**src/logic/fpm_pkg.sv**
```systemverilog
// Constants and types shared by the front-panel menu controller.
package fpm_pkg;
  localparam int CLK_NS = 5;
  localparam int MS_NS = 1000000;
  localparam int MS_CYC = MS_NS / CLK_NS;
  localparam int DEB_MS = 10;
  localparam int DEB_CYC = DEB_MS * MS_CYC;
  localparam logic [9:0] SEC_LAST_MS = 10'h3E7;
  localparam int PANEL_W = 128;
  localparam int PANEL_H = 32;
  localparam int N_BTN = 4;
  localparam int BTN_BACK = 0;
  localparam int BTN_UP = 1;
  localparam int BTN_DOWN = 2;
  localparam int BTN_FWD = 3;
  localparam logic [6:0] BL_S = 7'h5A;
  localparam logic [13:0] CYC_S_DEF = 14'h000A;
  localparam logic [13:0] HOLD_S_DEF = 14'h005A;
  localparam logic [13:0] TIME_DEF = 14'h000C;
  localparam logic [13:0] VAL_MOD = 14'h2710;
  localparam logic [13:0] PLACE_1000 = 14'h03E8;
  localparam logic [13:0] PLACE_100 = 14'h0064;
  localparam logic [13:0] PLACE_10 = 14'h000A;
  localparam logic [13:0] PLACE_1 = 14'h0001;
  localparam logic [1:0] DIG_LAST = 2'h3;
  localparam logic [3:0] PG_LAST = 4'hA;
  localparam logic [3:0] PG_PF_AVG = 4'h2;
  localparam logic [3:0] PG_FREQ = 4'h3;
  localparam logic [3:0] PG_MULTI = 4'h4;
  localparam logic [3:0] PG_VLL = 4'h6;
  localparam logic [3:0] PG_PF_PH = 4'hA;
  localparam logic [3:0] N_MAIN = 4'h2;
  localparam logic [3:0] N_CFG = 4'hA;
  localparam logic [3:0] N_PREF = 4'h4;
  localparam logic [3:0] MENU_ROWS = 4'h3;
  localparam logic [3:0] MAIN_CFG = 4'h1;
  localparam logic [3:0] CFG_DISP = 4'h8;
  localparam logic [3:0] PREF_MODE = 4'h0;
  localparam logic [3:0] PREF_TIME = 4'h3;
  localparam logic [2:0] FLD_DELAY = 3'h0;
  localparam logic [2:0] FLD_RESUME = 3'h1;
  localparam int N_FLD = 5;
  localparam logic [1:0] TIME_LAST_PART = 2'h2;
  localparam logic [1:0] LIST_LAST = 2'h3;
  localparam logic [2:0] ROW_LAST = 3'h7;
  typedef enum logic [2:0] {SCR_MON, SCR_MAIN, SCR_CFG, SCR_PREF, SCR_EDIT} fpm_scr_t;
  typedef enum logic {MON_CYCLE, MON_LIST} fpm_mon_t;
  typedef enum logic [1:0] {CRN_NONE, CRN_PF, CRN_FREQ, CRN_ANGLE} fpm_corner_t;
endpackage

```
**src/logic/fpm_debounce.sv**
```systemverilog
// Button synchroniser and debouncer giving one pulse per press.
`timescale 1ns/1ps
module fpm_debounce #(
  parameter int DEB_CYC = fpm_pkg::DEB_CYC
) (
  input wire logic i_clk_sys,
  input wire logic i_rst,
  input wire logic i_btn,
  output logic o_press
);
  logic sync1_ff;
  logic sync2_ff;
  logic stable_ff;
  logic press_ff;
  logic [21:0] cnt_ff;

  always_ff @(posedge i_clk_sys)
  begin
    if (i_rst)
    begin
      sync1_ff <= 1'b0;
      sync2_ff <= 1'b0;
    end
    else
    begin
      sync1_ff <= i_btn;
      sync2_ff <= sync1_ff;
    end
  end

  // The new level is accepted only after it has held for the whole window.
  always_ff @(posedge i_clk_sys)
  begin
    if (i_rst)
    begin
      cnt_ff <= 22'h000000;
      stable_ff <= 1'b0;
      press_ff <= 1'b0;
    end
    else
    begin
      press_ff <= 1'b0;
      if (sync2_ff == stable_ff)
        cnt_ff <= 22'h000000;
      else if (cnt_ff == 22'(DEB_CYC - 1))
      begin
        cnt_ff <= 22'h000000;
        stable_ff <= sync2_ff;
        press_ff <= sync2_ff;
      end
      else
        cnt_ff <= cnt_ff + 22'h000001;
    end
  end

  assign o_press = press_ff;
endmodule

```
**src/logic/fpm_front_panel.sv**
```systemverilog
// Front-panel menu, monitor and editing controller for a 128x32 display.
// How it works
// - Drives 128x32 panel, buttons back up down forward.
// - Any press lights backlight for 90 seconds.
// - Back: menu, monitor, parent, digit left.
// - Up: previous page, cursor up, digit plus one.
// - Down: next page, cursor down, digit minus one.
// - Forward: menu, select item, digit right.
// - Marker at left; scroll bar above three items.
// - Forward on number edits; underline selected digit.
// - Forward on last digit: next part or finish.
// - Digit changes carry and borrow across number.
// - Cycling mode default with fixed page order.
// - Each page holds for the cycle delay (ten seconds after reset), then advances.
// - Up/down step pages; cycling resumes after hold-off.
// - Single pages name over value; multi pages listed.
// - Power factor pages show quadrant, load, lag icons.
// - Frequency pages show measured phase icon.
// - Line-to-line pages show phase angle.
// - List mode has four fixed category lists.
// - List mode: scroll, next/previous list, menu at ends.
// - Forward on first preference toggles monitor mode.
`timescale 1ns/1ps
module fpm_front_panel #(
  parameter int MS_CYC = fpm_pkg::MS_CYC,
  parameter int DEB_CYC = fpm_pkg::DEB_CYC
) (
  input wire logic i_clk_sys,
  input wire logic i_rst,
  input wire logic i_btn_back,
  input wire logic i_btn_up,
  input wire logic i_btn_down,
  input wire logic i_btn_fwd,
  output logic o_backlight,
  output fpm_pkg::fpm_scr_t o_screen,
  output fpm_pkg::fpm_mon_t o_monitor_mode,
  output logic [3:0] o_page,
  output logic o_page_multi,
  output fpm_pkg::fpm_corner_t o_corner,
  output logic [1:0] o_list_idx,
  output logic [2:0] o_list_row,
  output logic [3:0] o_menu_cursor,
  output logic [1:0] o_marker_row,
  output logic o_scroll_show,
  output logic o_edit_active,
  output logic [1:0] o_edit_digit,
  output logic [1:0] o_edit_part,
  output logic [13:0] o_edit_val,
  output logic [13:0] o_cycle_delay,
  output logic [13:0] o_cycle_resume
);
  logic [3:0] btn_raw;
  logic [3:0] btn_press;
  logic ev_back;
  logic ev_up;
  logic ev_down;
  logic ev_fwd;
  logic ev_any;
  logic [17:0] ms_cnt_ff;
  logic [9:0] sec_cnt_ff;
  logic ms_tick;
  logic sec_tick;
  logic bl_on_ff;
  logic [6:0] bl_cnt_ff;
  logic [13:0] dwell_ff;
  logic [13:0] hold_ff;
  logic auto_adv;
  logic cyc_on;
  fpm_pkg::fpm_scr_t scr_ff;
  fpm_pkg::fpm_mon_t mode_ff;
  logic [3:0] page_ff;
  logic [1:0] list_ff;
  logic [2:0] row_ff;
  logic [3:0] cursor_ff;
  logic [3:0] top_ff;
  logic [1:0] part_ff;
  logic [2:0] fld_idx_ff;
  logic [13:0] fld_ff [fpm_pkg::N_FLD];
  logic is_menu;
  logic [3:0] len;
  logic page_multi_ff;
  fpm_pkg::fpm_corner_t corner_ff;
  logic [1:0] marker_ff;
  logic scroll_ff;
  logic ed_start;
  logic ed_end;
  logic ed_last;
  logic ed_load;
  logic [13:0] ed_load_val;
  logic ed_in_edit;
  logic [13:0] ed_val;
  logic [1:0] ed_digit;
  logic edit_ff;

  function automatic logic [3:0] menu_len(input fpm_pkg::fpm_scr_t s);
    case (s)
      fpm_pkg::SCR_MAIN: menu_len = fpm_pkg::N_MAIN;
      fpm_pkg::SCR_CFG: menu_len = fpm_pkg::N_CFG;
      fpm_pkg::SCR_PREF: menu_len = fpm_pkg::N_PREF;
      fpm_pkg::SCR_EDIT: menu_len = fpm_pkg::N_PREF;
      default: menu_len = 4'h0;
    endcase
  endfunction

  assign btn_raw = {i_btn_fwd, i_btn_down, i_btn_up, i_btn_back};

  genvar gi;
  generate
    for (gi = 0; gi < fpm_pkg::N_BTN; gi++)
    begin : g_btn
      fpm_debounce #(.DEB_CYC(DEB_CYC)) u_deb (
        .i_clk_sys(i_clk_sys),
        .i_rst(i_rst),
        .i_btn(btn_raw[gi]),
        .o_press(btn_press[gi])
      );
    end
  endgenerate

  // Presses in the same cycle resolve left to right into a single event.
  assign ev_back = btn_press[fpm_pkg::BTN_BACK];
  assign ev_up = btn_press[fpm_pkg::BTN_UP] && !ev_back;
  assign ev_down = btn_press[fpm_pkg::BTN_DOWN] && !ev_back && !ev_up;
  assign ev_fwd = btn_press[fpm_pkg::BTN_FWD] && !ev_back && !ev_up && !ev_down;
  assign ev_any = |btn_press;

  assign ms_tick = ms_cnt_ff == 18'(MS_CYC - 1);
  assign sec_tick = ms_tick && sec_cnt_ff == fpm_pkg::SEC_LAST_MS;

  always_ff @(posedge i_clk_sys)
  begin
    if (i_rst || ms_tick)
      ms_cnt_ff <= 18'h00000;
    else
      ms_cnt_ff <= ms_cnt_ff + 18'h00001;
  end

  always_ff @(posedge i_clk_sys)
  begin
    if (i_rst || sec_tick)
      sec_cnt_ff <= 10'h000;
    else if (ms_tick)
      sec_cnt_ff <= sec_cnt_ff + 10'h001;
  end

  // Backlight on at any press, off when the seconds count runs out.
  always_ff @(posedge i_clk_sys)
  begin
    if (i_rst)
    begin
      bl_on_ff <= 1'b0;
      bl_cnt_ff <= 7'h00;
    end
    else if (ev_any)
    begin
      bl_on_ff <= 1'b1;
      bl_cnt_ff <= fpm_pkg::BL_S;
    end
    else if (sec_tick && bl_on_ff)
    begin
      bl_cnt_ff <= bl_cnt_ff - 7'h01;
      if (bl_cnt_ff == 7'h01)
        bl_on_ff <= 1'b0;
    end
  end

  assign cyc_on = scr_ff == fpm_pkg::SCR_MON && mode_ff == fpm_pkg::MON_CYCLE;
  assign auto_adv = cyc_on && sec_tick && hold_ff == 14'h0000
                    && dwell_ff + 14'h0001 >= fld_ff[fpm_pkg::FLD_DELAY];

  // Page dwell and manual hold-off, both counted in seconds.
  always_ff @(posedge i_clk_sys)
  begin
    if (i_rst)
    begin
      dwell_ff <= 14'h0000;
      hold_ff <= 14'h0000;
    end
    else if (cyc_on && (ev_up || ev_down))
    begin
      dwell_ff <= 14'h0000;
      hold_ff <= fld_ff[fpm_pkg::FLD_RESUME];
    end
    else if (sec_tick)
    begin
      if (hold_ff != 14'h0000)
        hold_ff <= hold_ff - 14'h0001;
      else if (auto_adv)
        dwell_ff <= 14'h0000;
      else
        dwell_ff <= dwell_ff + 14'h0001;
    end
  end

  assign is_menu = scr_ff == fpm_pkg::SCR_MAIN || scr_ff == fpm_pkg::SCR_CFG
                   || scr_ff == fpm_pkg::SCR_PREF;
  assign len = menu_len(scr_ff);
  assign ed_in_edit = scr_ff == fpm_pkg::SCR_EDIT;
  assign ed_start = scr_ff == fpm_pkg::SCR_PREF && ev_fwd && cursor_ff != fpm_pkg::PREF_MODE;
  assign ed_last = (cursor_ff == fpm_pkg::PREF_TIME) ? part_ff == fpm_pkg::TIME_LAST_PART : 1'b1;
  assign ed_load = ed_start || (ed_in_edit && ed_end && !ed_last);
  assign ed_load_val = ed_start ? fld_ff[3'(cursor_ff - 4'h1)] : fld_ff[fld_idx_ff + 3'h1];

  // Screen navigation for monitor, list and menus.
  always_ff @(posedge i_clk_sys)
  begin
    if (i_rst)
    begin
      scr_ff <= fpm_pkg::SCR_MON;
      mode_ff <= fpm_pkg::MON_CYCLE;
      page_ff <= 4'h0;
      list_ff <= 2'h0;
      row_ff <= 3'h0;
      cursor_ff <= 4'h0;
      part_ff <= 2'h0;
      fld_idx_ff <= 3'h0;
    end
    else
    begin
      if (is_menu && ev_up && cursor_ff != 4'h0)
        cursor_ff <= cursor_ff - 4'h1;
      if (is_menu && ev_down && cursor_ff != len - 4'h1)
        cursor_ff <= cursor_ff + 4'h1;
      case (scr_ff)
        fpm_pkg::SCR_MON:
          if (mode_ff == fpm_pkg::MON_CYCLE)
          begin
            if (ev_back || ev_fwd)
            begin
              scr_ff <= fpm_pkg::SCR_MAIN;
              cursor_ff <= 4'h0;
            end
            else if (ev_up)
              page_ff <= (page_ff == 4'h0) ? fpm_pkg::PG_LAST : page_ff - 4'h1;
            else if (ev_down || auto_adv)
              page_ff <= (page_ff == fpm_pkg::PG_LAST) ? 4'h0 : page_ff + 4'h1;
          end
          else
          begin
            if (ev_up && row_ff != 3'h0)
              row_ff <= row_ff - 3'h1;
            else if (ev_down && row_ff != fpm_pkg::ROW_LAST)
              row_ff <= row_ff + 3'h1;
            else if ((ev_fwd && list_ff == fpm_pkg::LIST_LAST) || (ev_back && list_ff == 2'h0))
            begin
              scr_ff <= fpm_pkg::SCR_MAIN;
              cursor_ff <= 4'h0;
            end
            else if (ev_fwd || ev_back)
            begin
              list_ff <= ev_fwd ? list_ff + 2'h1 : list_ff - 2'h1;
              row_ff <= 3'h0;
            end
          end
        fpm_pkg::SCR_MAIN:
          if (ev_back)
            scr_ff <= fpm_pkg::SCR_MON;
          else if (ev_fwd && cursor_ff == fpm_pkg::MAIN_CFG)
          begin
            scr_ff <= fpm_pkg::SCR_CFG;
            cursor_ff <= 4'h0;
          end
        fpm_pkg::SCR_CFG:
          if (ev_back)
          begin
            scr_ff <= fpm_pkg::SCR_MAIN;
            cursor_ff <= fpm_pkg::MAIN_CFG;
          end
          else if (ev_fwd && cursor_ff == fpm_pkg::CFG_DISP)
          begin
            scr_ff <= fpm_pkg::SCR_PREF;
            cursor_ff <= 4'h0;
          end
        fpm_pkg::SCR_PREF:
          if (ev_back)
          begin
            scr_ff <= fpm_pkg::SCR_CFG;
            cursor_ff <= fpm_pkg::CFG_DISP;
          end
          else if (ev_fwd && cursor_ff == fpm_pkg::PREF_MODE)
          begin
            mode_ff <= (mode_ff == fpm_pkg::MON_CYCLE) ? fpm_pkg::MON_LIST : fpm_pkg::MON_CYCLE;
            list_ff <= 2'h0;
            row_ff <= 3'h0;
          end
          else if (ed_start)
          begin
            scr_ff <= fpm_pkg::SCR_EDIT;
            part_ff <= 2'h0;
            fld_idx_ff <= 3'(cursor_ff - 4'h1);
          end
        fpm_pkg::SCR_EDIT:
          if (ed_end && ed_last)
            scr_ff <= fpm_pkg::SCR_PREF;
          else if (ed_end)
          begin
            part_ff <= part_ff + 2'h1;
            fld_idx_ff <= fld_idx_ff + 3'h1;
          end
        default: scr_ff <= fpm_pkg::SCR_MON;
      endcase
    end
  end

  // Edit flag kept in a register so the output comes straight from a flop.
  always_ff @(posedge i_clk_sys)
  begin
    if (i_rst)
      edit_ff <= 1'b0;
    else if (ed_start)
      edit_ff <= 1'b1;
    else if (ed_in_edit && ed_end && ed_last)
      edit_ff <= 1'b0;
  end

  // Finished parts are written back to their field.
  always_ff @(posedge i_clk_sys)
  begin
    if (i_rst)
    begin
      fld_ff[fpm_pkg::FLD_DELAY] <= fpm_pkg::CYC_S_DEF;
      fld_ff[fpm_pkg::FLD_RESUME] <= fpm_pkg::HOLD_S_DEF;
      for (int k = 2; k < fpm_pkg::N_FLD; k++)
        fld_ff[k] <= fpm_pkg::TIME_DEF;
    end
    else if (ed_in_edit && ed_end)
      fld_ff[fld_idx_ff] <= ed_val;
  end

  fpm_num_edit u_edit (
    .i_clk_sys(i_clk_sys),
    .i_rst(i_rst),
    .i_load(ed_load),
    .i_load_val(ed_load_val),
    .i_left(ed_in_edit && ev_back),
    .i_right(ed_in_edit && ev_fwd),
    .i_inc(ed_in_edit && ev_up),
    .i_dec(ed_in_edit && ev_down),
    .o_val(ed_val),
    .o_digit(ed_digit),
    .o_part_end(ed_end)
  );

  // Three visible rows follow the cursor.
  always_ff @(posedge i_clk_sys)
  begin
    if (i_rst || !(is_menu || ed_in_edit))
      top_ff <= 4'h0;
    else if (cursor_ff < top_ff)
      top_ff <= cursor_ff;
    else if (cursor_ff > top_ff + fpm_pkg::MENU_ROWS - 4'h1)
      top_ff <= cursor_ff - fpm_pkg::MENU_ROWS + 4'h1;
  end

  // Page layout, corner icon, marker row and scroll bar.
  always_ff @(posedge i_clk_sys)
  begin
    if (i_rst)
    begin
      page_multi_ff <= 1'b0;
      corner_ff <= fpm_pkg::CRN_NONE;
      marker_ff <= 2'h0;
      scroll_ff <= 1'b0;
    end
    else
    begin
      page_multi_ff <= page_ff >= fpm_pkg::PG_MULTI;
      if (page_ff == fpm_pkg::PG_PF_AVG || page_ff == fpm_pkg::PG_PF_PH)
        corner_ff <= fpm_pkg::CRN_PF;
      else if (page_ff == fpm_pkg::PG_FREQ)
        corner_ff <= fpm_pkg::CRN_FREQ;
      else if (page_ff == fpm_pkg::PG_VLL)
        corner_ff <= fpm_pkg::CRN_ANGLE;
      else
        corner_ff <= fpm_pkg::CRN_NONE;
      marker_ff <= 2'(cursor_ff - top_ff);
      scroll_ff <= len > fpm_pkg::MENU_ROWS;
    end
  end

  assign o_backlight = bl_on_ff;
  assign o_screen = scr_ff;
  assign o_monitor_mode = mode_ff;
  assign o_page = page_ff;
  assign o_page_multi = page_multi_ff;
  assign o_corner = corner_ff;
  assign o_list_idx = list_ff;
  assign o_list_row = row_ff;
  assign o_menu_cursor = cursor_ff;
  assign o_marker_row = marker_ff;
  assign o_scroll_show = scroll_ff;
  assign o_edit_active = edit_ff;
  assign o_edit_digit = ed_digit;
  assign o_edit_part = part_ff;
  assign o_edit_val = ed_val;
  assign o_cycle_delay = fld_ff[fpm_pkg::FLD_DELAY];
  assign o_cycle_resume = fld_ff[fpm_pkg::FLD_RESUME];
endmodule

```
**src/logic/fpm_num_edit.sv**
```systemverilog
// Digit-by-digit editor for one four-digit number part.
`timescale 1ns/1ps
module fpm_num_edit (
  input wire logic i_clk_sys,
  input wire logic i_rst,
  input wire logic i_load,
  input wire logic [13:0] i_load_val,
  input wire logic i_left,
  input wire logic i_right,
  input wire logic i_inc,
  input wire logic i_dec,
  output logic [13:0] o_val,
  output logic [1:0] o_digit,
  output logic o_part_end
);
  logic [13:0] val_ff;
  logic [1:0] dig_ff;
  logic end_ff;
  logic [13:0] step;
  logic [13:0] up_sum;

  function automatic logic [13:0] place(input logic [1:0] d);
    case (d)
      2'h0: place = fpm_pkg::PLACE_1000;
      2'h1: place = fpm_pkg::PLACE_100;
      2'h2: place = fpm_pkg::PLACE_10;
      default: place = fpm_pkg::PLACE_1;
    endcase
  endfunction

  assign step = place(dig_ff);
  assign up_sum = val_ff + step;

  // Whole-number add or subtract of the place value, wrapping modulo 10000.
  always_ff @(posedge i_clk_sys)
  begin
    if (i_rst)
      val_ff <= 14'h0000;
    else if (i_load)
      val_ff <= i_load_val;
    else if (i_inc)
      val_ff <= (up_sum >= fpm_pkg::VAL_MOD) ? up_sum - fpm_pkg::VAL_MOD : up_sum;
    else if (i_dec)
      val_ff <= (val_ff < step) ? val_ff + fpm_pkg::VAL_MOD - step : val_ff - step;
  end

  // Underlined digit moves left and right.
  always_ff @(posedge i_clk_sys)
  begin
    if (i_rst || i_load)
      dig_ff <= 2'h0;
    else if (i_left && dig_ff != 2'h0)
      dig_ff <= dig_ff - 2'h1;
    else if (i_right)
      dig_ff <= (dig_ff == fpm_pkg::DIG_LAST) ? 2'h0 : dig_ff + 2'h1;
  end

  // Forward on the rightmost digit closes this part.
  always_ff @(posedge i_clk_sys)
  begin
    if (i_rst)
      end_ff <= 1'b0;
    else
      end_ff <= i_right && !i_load && dig_ff == fpm_pkg::DIG_LAST;
  end

  assign o_val = val_ff;
  assign o_digit = dig_ff;
  assign o_part_end = end_ff;
endmodule

```
**config.mk**
```make
export PLATFORM = sky130hd
export DESIGN_NAME = fpm_front_panel
export DESIGN_NICKNAME = d
export VERILOG_FILES = /design/src/logic/fpm_pkg.sv /design/src/logic/fpm_debounce.sv /design/src/logic/fpm_front_panel.sv /design/src/logic/fpm_num_edit.sv
export SDC_FILE = /design/constraint.sdc
export NUM_CORES = 1
export LEC_CHECK = 0
export BUFFER_PORTS_ARGS = -buffer_cell sky130_fd_sc_hd__buf_4
export CORE_MARGIN = 5
export CORE_UTILIZATION = 25
export DETAILED_ROUTE_END_ITERATION = 10
export GPL_ROUTABILITY_DRIVEN = 0
export PLACE_DENSITY = 0.47
export SYNTH_ARGS = -nofsm -noshare
export SYNTH_HDL_FRONTEND = slang
export SYNTH_SLANG_ARGS = --single-unit
```
**constraint.sdc**
```tcl
create_clock -name i_clk_sys -period 3.4 [get_ports i_clk_sys]
set_clock_uncertainty 0.05 [all_clocks]
set_input_delay 0.17 -clock i_clk_sys [delete_from_list [all_inputs] [get_ports i_clk_sys]]
set_output_delay 0.17 -clock i_clk_sys [all_outputs]
set_load 0.01 [all_outputs]
```
==> results of run 1 <==
cells in the final DEF (no fill, tap or decap), types with 52 or more instances in the layout:
master | synthesis | routed
inv_1 | 76 | 70
buf_4 | 3 | 271
edfxtp_1 | 112 | 112
o21ai_0 | 55 | 52
nor3_1 | 70 | 66
mux4_2 | 56 | 56
ha_1 | 90 | 74
nand3_1 | 77 | 73
xor2_1 | 92 | 87
a21oi_1 | 87 | 87
nand2_1 | 141 | 139
xnor2_1 | 70 | 69
dfxtp_1 | 218 | 208
nor2_1 | 259 | 254
routing by layer:
metal | global-route usage [%] | wire [um] | vias to the layer above
met5 | 0 | 13 | -
met4 | 3.59 | 1140 | 2
met2 | 22.4 | 26800 | 367
li1 | - | - | 7673
met1 | 18.9 | 26900 | 7833
met3 | 2.55 | 3430 | 69
layout make-up:
class	count	area, um2	area share (%)
multi-input cells	1493	11200	46.6
clock inverters	17	166	0.691
repair buffers	284	2200	9.13
flip-flops and latches	330	7750	32.2
well taps	978	1220	5.08
inverters	80	308	1.28
clock buffers	58	1220	5.08
through the flow:
stage / TNS [ns] / hold WS (ns)
2_1_floorplan: 0 / 0.248
3_3_place_gp: -0.963 / 0.345
3_5_place_dp: -1.74 / 0.349
4_1_cts: 0 / 0.308
5_1_grt: -0.229 / 0.341
6_report: 0 / 0.340
flip-flops by register name (all words and copies together) (netlist names), 7 cells and up:
name and cells:
sec_cnt_ff 10, g_btn.u_deb.cnt_ff 88, u_edit.o_val 14, dwell_ff 14
ms_cnt_ff 18, fld_ff 112, hold_ff 14, bl_cnt_ff 7
worst min-delay path, delay by kind of cell:
| kind | cells | cell delay [ns] |
|---|---|---|
| buffers and inverters | 2 | 0.63 |
| and+or+nand+nor | 1 | 0.10 |
power by group:
group	leakage (nW)	switching [W]	total [W]	internal, W
clock network	0.686	0.00175	0.00448	0.00273
logic	5.31	0.000384	0.000653	0.000269
registers	2.86	0.0000540	0.00417	0.00412
timing repair:
action                                  CTS  global route
endpoints found under the setup margin   13            29
hold endpoints to repair                 10             0
pin swaps                                 9            35
cloned                                    0             1
hold buffers                              5             0
gates resized for setup                  33            69
buffers inserted                          3            12
cells by family after synthesis:
| logic type | count (synthesis) | share of synthesized area (%) |
|---|---|---|
| adder cells (fa/ha/maj) | 100 | 6.96 |
| XOR/XNOR | 162 | 7.44 |
| AND/OR/NAND/NOR | 832 | 22.2 |
| buffers and inverters | 187 | 3.86 |
| multiplexers | 89 | 8.36 |
| flip-flops | 330 | 40.5 |
| AO/OA/AOI/OAI | 309 | 10.7 |
worst paths after layout:
check / start / to / slack [ns] / cells after the start
worst max-delay path: u_edit.o_digit[0] / u_edit.o_val[5] / 0.08 / 15
worst min-delay path: i_btn_back / g_btn[0].u_deb.sync1_ff / 0.34 / 3
worst max register to register: u_edit.o_digit[0] / u_edit.o_val[5] / 0.08 / 15
worst min register to register: g_btn[1].u_deb.sync1_ff / g_btn[1].u_deb.sync2_ff / 0.40 / 1
==> summary.md, run 1 <==
| Metric | Value |
|---|---|
| Status | `finished clean` |
| Via density | `4.92` |
| F_max | `301 MHz` |
| Post-layout util | `31.8%` |
| Initial Util | `25.1%` |
| Num Clock Sinks | `330` |
| Top delay family on crit path | `compound AO/OA/AOI/OAI gates` |
| DP Worst Slack | `-0.361 ns` |
| Cell count after placement | `3145` |
| Initial drt markers | `986` |
| Die Y | `286 um` |
| Max IR drop VDD | `0.000287 V` |
| NumNets Final | `2336` |
| Pin count of the biggest net entering global routing | `48` |
| Max Slew Vio Count | `0` |
| Row Count | `101` |
| Post-synthesis sequential area ratio | `40.5%` |
| Most frequent cell after synthesis | `nor2_1` |
| Leakage | `8.86 nW` |
| CP max stage cell | `or3b_4` |
| CTS Buf Count | `41` |
| Total Routed Length | `58.3 mm` |
| P&R area growth vs syn | `26.4%` |
| Unrepaired setup endpoints after global routing | `true` |
| # diodes | `0` |
| Yosys cell types | `93` |
| Via count | `15944` |
| Post-synthesis async set-or-reset flop share | `0%` |
| Seq cells post-synth | `330` |
| Primary FF master, synth | `dfxtp_1` |
| Post-route ant nets | `0` |
| Share of the synthesized area in the top cell type | `22.9%` |
| Critical Path Fanout Max | `8` |
| Critical Path Source Type | `register` |
| Pwr dens | `386 nW/um2` |
| CTS tree | `built` |
| Critical path buffers and inverters | `5` |
| Hpwl dp | `42.9 mm` |
| H-tree depth | `2` |
| Slew @ Worst Pin | `0.826 ns` |
| Syn_nets | `2115` |
| Final Hold Vio Count | `0` |
| Post-synth top area cell | `dfxtp_1` |
| Wire per inst | `18.0 um` |
| Filler cells | `7784` |
| CTS Root Cell | `clkbuf_16` |
| Vias in the first global route | `15597` |
| Slew HR | `44.9%` |
| Synth area leaders | `dfxtp_1 23%, edfxtp_1 18%, mux4_2 6.6%` |
| Insertion delay to the later sink of the worst-skew pair | `0.56 ns` |
| Worst-path clk slew | `0.06 ns` |
| Residual DRC | `0` |
| Warnings, synthesis | `0` |
| Avg Inst Size Synth | `9.49 um2` |
| Number of buffers added on ports | `76` |
| Cell count after synthesis | `2009` |
| Number of flops mapped to enable cells by yosys | `112` |
| Post-DP Area | `22000 um2` |
| Critical path class | `reg2reg` |
| Gr ovfl total | `0` |
| Final setup margin | `0.0807 ns` |
| Synth Cell Area | `19100 um2` |
| Tot Pwr | `0.00930 W` |
| Finished Cell Area | `24100 um2` |
| Min-Delay Path Class | `in2reg` |
| IO Count | `77` |
| Total GRT Usage | `13.8%` |
| Fraction of layout cells with a size suffix above 1 | `23.5%` |
| TritonRoute pass-1 iters | `5` |
| CP Data Required Time | `3.77 ns` |
| Arrival time at the worst endpoint | `3.69 ns` |
| Finish-stage setup viols | `0` |
| Max cap viols | `0` |
| First-pass GRT wire length | `90.2 mm` |
| Crit end category | `register` |
| Initial antenna violation count | `1` |
| Die width | `286 um` |
| Critical path's largest stage delay | `0.43 ns` |
| Total die area | `81900 um2` |
| Fin cells | `3240` |
| Worst-path cell chain | `inv_6, buf_12, ha_4, buf_6, fa_2, or3b_4, a221oi_4, a21oi_1, buf_4, buf_6, mux2i_1, xnor2_1, a31oi_1, a31oi_1, nor4_1` |
| Max Root-Sink Buffers | `3` |
| Fin crit period | `3.32 ns` |
| Post-route clock period utilization | `97.6%` |
| Synth cell count leaders | `259 x nor2_1, 218 x dfxtp_1, 141 x nand2_1, 112 x edfxtp_1, 92 x xor2_1` |
| Core Footprint | `75800 um2` |
No activity file was read; power rests on OpenSTA's default activity.
==> run 2: changes to the inputs <==
--- a/config.mk
+++ b/config.mk
@@ -5,12 +5,13 @@
 export SDC_FILE = /design/constraint.sdc
 export NUM_CORES = 1
 export LEC_CHECK = 0
-export BUFFER_PORTS_ARGS = -buffer_cell sky130_fd_sc_hd__buf_4
 export CORE_MARGIN = 5
 export CORE_UTILIZATION = 25
 export DETAILED_ROUTE_END_ITERATION = 10
+export DONT_BUFFER_PORTS = 1
 export GPL_ROUTABILITY_DRIVEN = 0
 export PLACE_DENSITY = 0.47
 export SYNTH_ARGS = -nofsm -noshare
 export SYNTH_HDL_FRONTEND = slang
+export SYNTH_HIERARCHICAL = 1
 export SYNTH_SLANG_ARGS = --single-unit
==> summary.md, run 2 <==
| Metric | Value |
|---|---|
| Status | `finished clean` |
| Total die area | `84400 um2` |
| H-tree depth | `2` |
| Avg Inst Size Synth | `9.70 um2` |
| Number of buffers added on ports | `0` |
| Most frequent cells in the layout | `213 x dfxtp_1, 164 x nor2_1, 134 x buf_4` |
| Via count | `16086` |
| Fin cells | `3265` |
| Fin crit period | `3.36 ns` |
| Slew HR | `33.3%` |
| Max IR drop VDD | `0.000255 V` |
| Yosys cell types | `93` |
| Primary FF master, synth | `dfxtp_1` |
| Most frequent cell after synthesis | `dfxtp_1` |
| CTS tree | `built` |
| Number of flops mapped to enable cells by yosys | `112` |
| Max cap viols | `0` |
| R2R depth | `18` |
| # diodes | `0` |
| Post-DP Area | `21600 um2` |
| Seq cells post-synth | `330` |
| Critical Path Fanout Max | `5` |
| Row Count | `102` |
| Core Footprint | `77700 um2` |
| Insertion delay to the later sink of the worst-skew pair | `0.56 ns` |
| CTS Buf Count | `40` |
| Fraction of layout cells with a size suffix above 1 | `19.2%` |
| Endpoint, Worst Hold | `g_btn[3].u_deb/cnt_ff[18]` |
| Finish-stage setup viols | `0` |
| Initial drt markers | `1131` |
| Synth Cell Area | `19700 um2` |
| Final Hold Vio Count | `0` |
| Initial Util | `25.3%` |
| Slew @ Worst Pin | `0.991 ns` |
| Synth area leaders | `dfxtp_1 22%, edfxtp_1 17%, mux4_2 6.4%` |
| Hold depth | `4` |
| DP Worst Slack | `-0.228 ns` |
| Die width | `290 um` |
| Pin count of the biggest net entering global routing | `83` |
| Hold slack | `0.0672 ns` |
| Hold path startpoint | `i_rst` |
| Max Root-Sink Buffers | `3` |
| Synth cell count leaders | `218 x dfxtp_1, 166 x nor2_1, 113 x nand2_1, 112 x edfxtp_1, 110 x a21oi_1` |
| Share of the synthesized area in the top cell type | `22.2%` |
| CP Data Required Time | `3.82 ns` |
| Biggest registers after layout | `fld_ff (112), g_btn.u_deb/cnt_ff (88), ms_cnt_ff (18)` |
| Worst-path clk slew | `0.06 ns` |
| Largest reg by FF count | `fld_ff` |
| Reg2Reg Setup Slack | `0.04 ns` |
| Leakage | `8.56 nW` |
| Unrepaired setup endpoints after global routing | `true` |
| First-pass GRT wire length | `92.7 mm` |
| Post-synthesis async set-or-reset flop share | `0%` |
| CTS Root Cell | `clkbuf_16` |
| Worst flop-to-flop path startpoint | `u_edit/o_digit[0]` |
| Total Routed Length | `58.6 mm` |
| Most common cell after layout, fill and taps aside | `dfxtp_1` |
| Initial antenna violation count | `1` |
| F_max | `297 MHz` |
| Post-synthesis sequential area ratio | `39.3%` |
| Via density | `4.93` |
| Pwr dens | `364 nW/um2` |
| Finished Cell Area | `24200 um2` |
| Final setup TNS | `0 ns` |
| Num Clock Sinks | `330` |
| Warnings, synthesis | `6` |
| P&R area growth vs syn | `23.2%` |
| Cell count after placement | `3108` |
| Post-synth top area cell | `dfxtp_1` |
| NumNets Final | `2300` |
| Post-route clock period utilization | `98.9%` |
| Crit end category | `register` |
| Cell count after synthesis | `2027` |
| Final setup margin | `0.0384 ns` |
| Hpwl dp | `41.2 mm` |
| Vias in the first global route | `16128` |
| Post-route ant nets | `0` |
| Max reg flops | `112` |
| Max Slew Vio Count | `0` |
| Arrival time at the worst endpoint | `3.78 ns` |
| TritonRoute pass-1 iters | `5` |
| Wire per inst | `18.0 um` |
| Syn_nets | `2133` |
| Min-Delay Path Class | `in2reg` |
| Die Y | `290 um` |
| Gr ovfl total | `0` |
| Critical path class | `reg2reg` |
| Total GRT Usage | `13.4%` |
| IO Count | `77` |
| Critical Path Source Type | `register` |
| Residual DRC | `0` |
| RR Endpoint | `u_edit/o_val[9]` |
run 2: cell families after synthesis:
family                   synth area share, %
AO/OA/AOI/OAI                           12.6
XOR/XNOR                                6.23
adder cells (fa/ha/maj)                 6.74
buffers and inverters                   4.36
flip-flops                              39.3
multiplexers                            7.90
AND/OR/NAND/NOR                         22.9
run 2: cell type report:
type	instances	area (um2)
multi-input combinational	1495	11600
tap	1040	1300
clock inverter	19	186
sequential	330	7740
fill	7928	53500
inverter	106	408
clock buffer	54	1080
timing repair buffer	221	1940
run 2: power by group:
group          switching [W]  total (W)  internal [W]
Combinational       0.000254   0.000426      0.000172
Clock                0.00175    0.00422       0.00247
Sequential         0.0000569    0.00416       0.00411
Total                0.00206    0.00881       0.00675
run 2: how the worst max path moves through the flow:
stage	cells past startpoint	slack, ns	from	to
2_1_floorplan	16	-0.02	u_edit/o_digit[0]	u_edit/o_val[11]
4_1_cts	18	-0.006	u_edit/o_digit[0]	u_edit/o_val[9]
3_3_place_gp	18	-0.17	u_edit/o_digit[0]	u_edit/o_val[9]
6_report	18	0.04	u_edit/o_digit[0]	u_edit/o_val[9]
3_5_place_dp	17	-0.23	u_edit/o_digit[0]	u_edit/o_val[9]
5_1_grt	16	-0.09	u_edit/o_digit[0]	u_edit/o_val[8]
run 2: worst max-delay path, cell delays in order, from the launching register on:
cell	delay, ns
dfxtp_4	0.38
inv_4	0.04
buf_6	0.11
ha_4	0.15
nor2_1	0.09
or2_4	0.17
ha_4	0.16
inv_4	0.04
fa_2	0.59
nand2b_4	0.14
o221ai_4	0.12
buf_6	0.15
a21oi_4	0.14
o2111ai_2	0.13
a2bb2oi_2	0.21
buf_4	0.15
a21oi_2	0.10
o221ai_1	0.13
nor3b_1	0.21
run 2: repair_timing:
item,4_1_cts,5_1_grt
gates cloned,0,1
setup endpoints to repair,12,34
setup buffers,0,8
resized for setup,19,82
hold buffers,75,0
hold endpoints to repair,101,0
pin swaps,3,22
run 2: stage by stage:
step                util (%)  power (W)
global route            31.2    0.00918
detailed placement      27.8    0.00463
CTS                     30.5    0.00895
floorplan                  -    0.00450
global placement        27.8    0.00463
finish                  31.2    0.00881
run 2: metal layers:
layer / vias to the layer above / routed length [um] / global-route usage [%]
met3: 76 / 3320 / 2.68
met4: 0 / 1390 / 3.60
met2: 355 / 27600 / 22.6
met1: 7941 / 26300 / 17.7
li1: 7714 / - / -
met5: - / 0 / 0
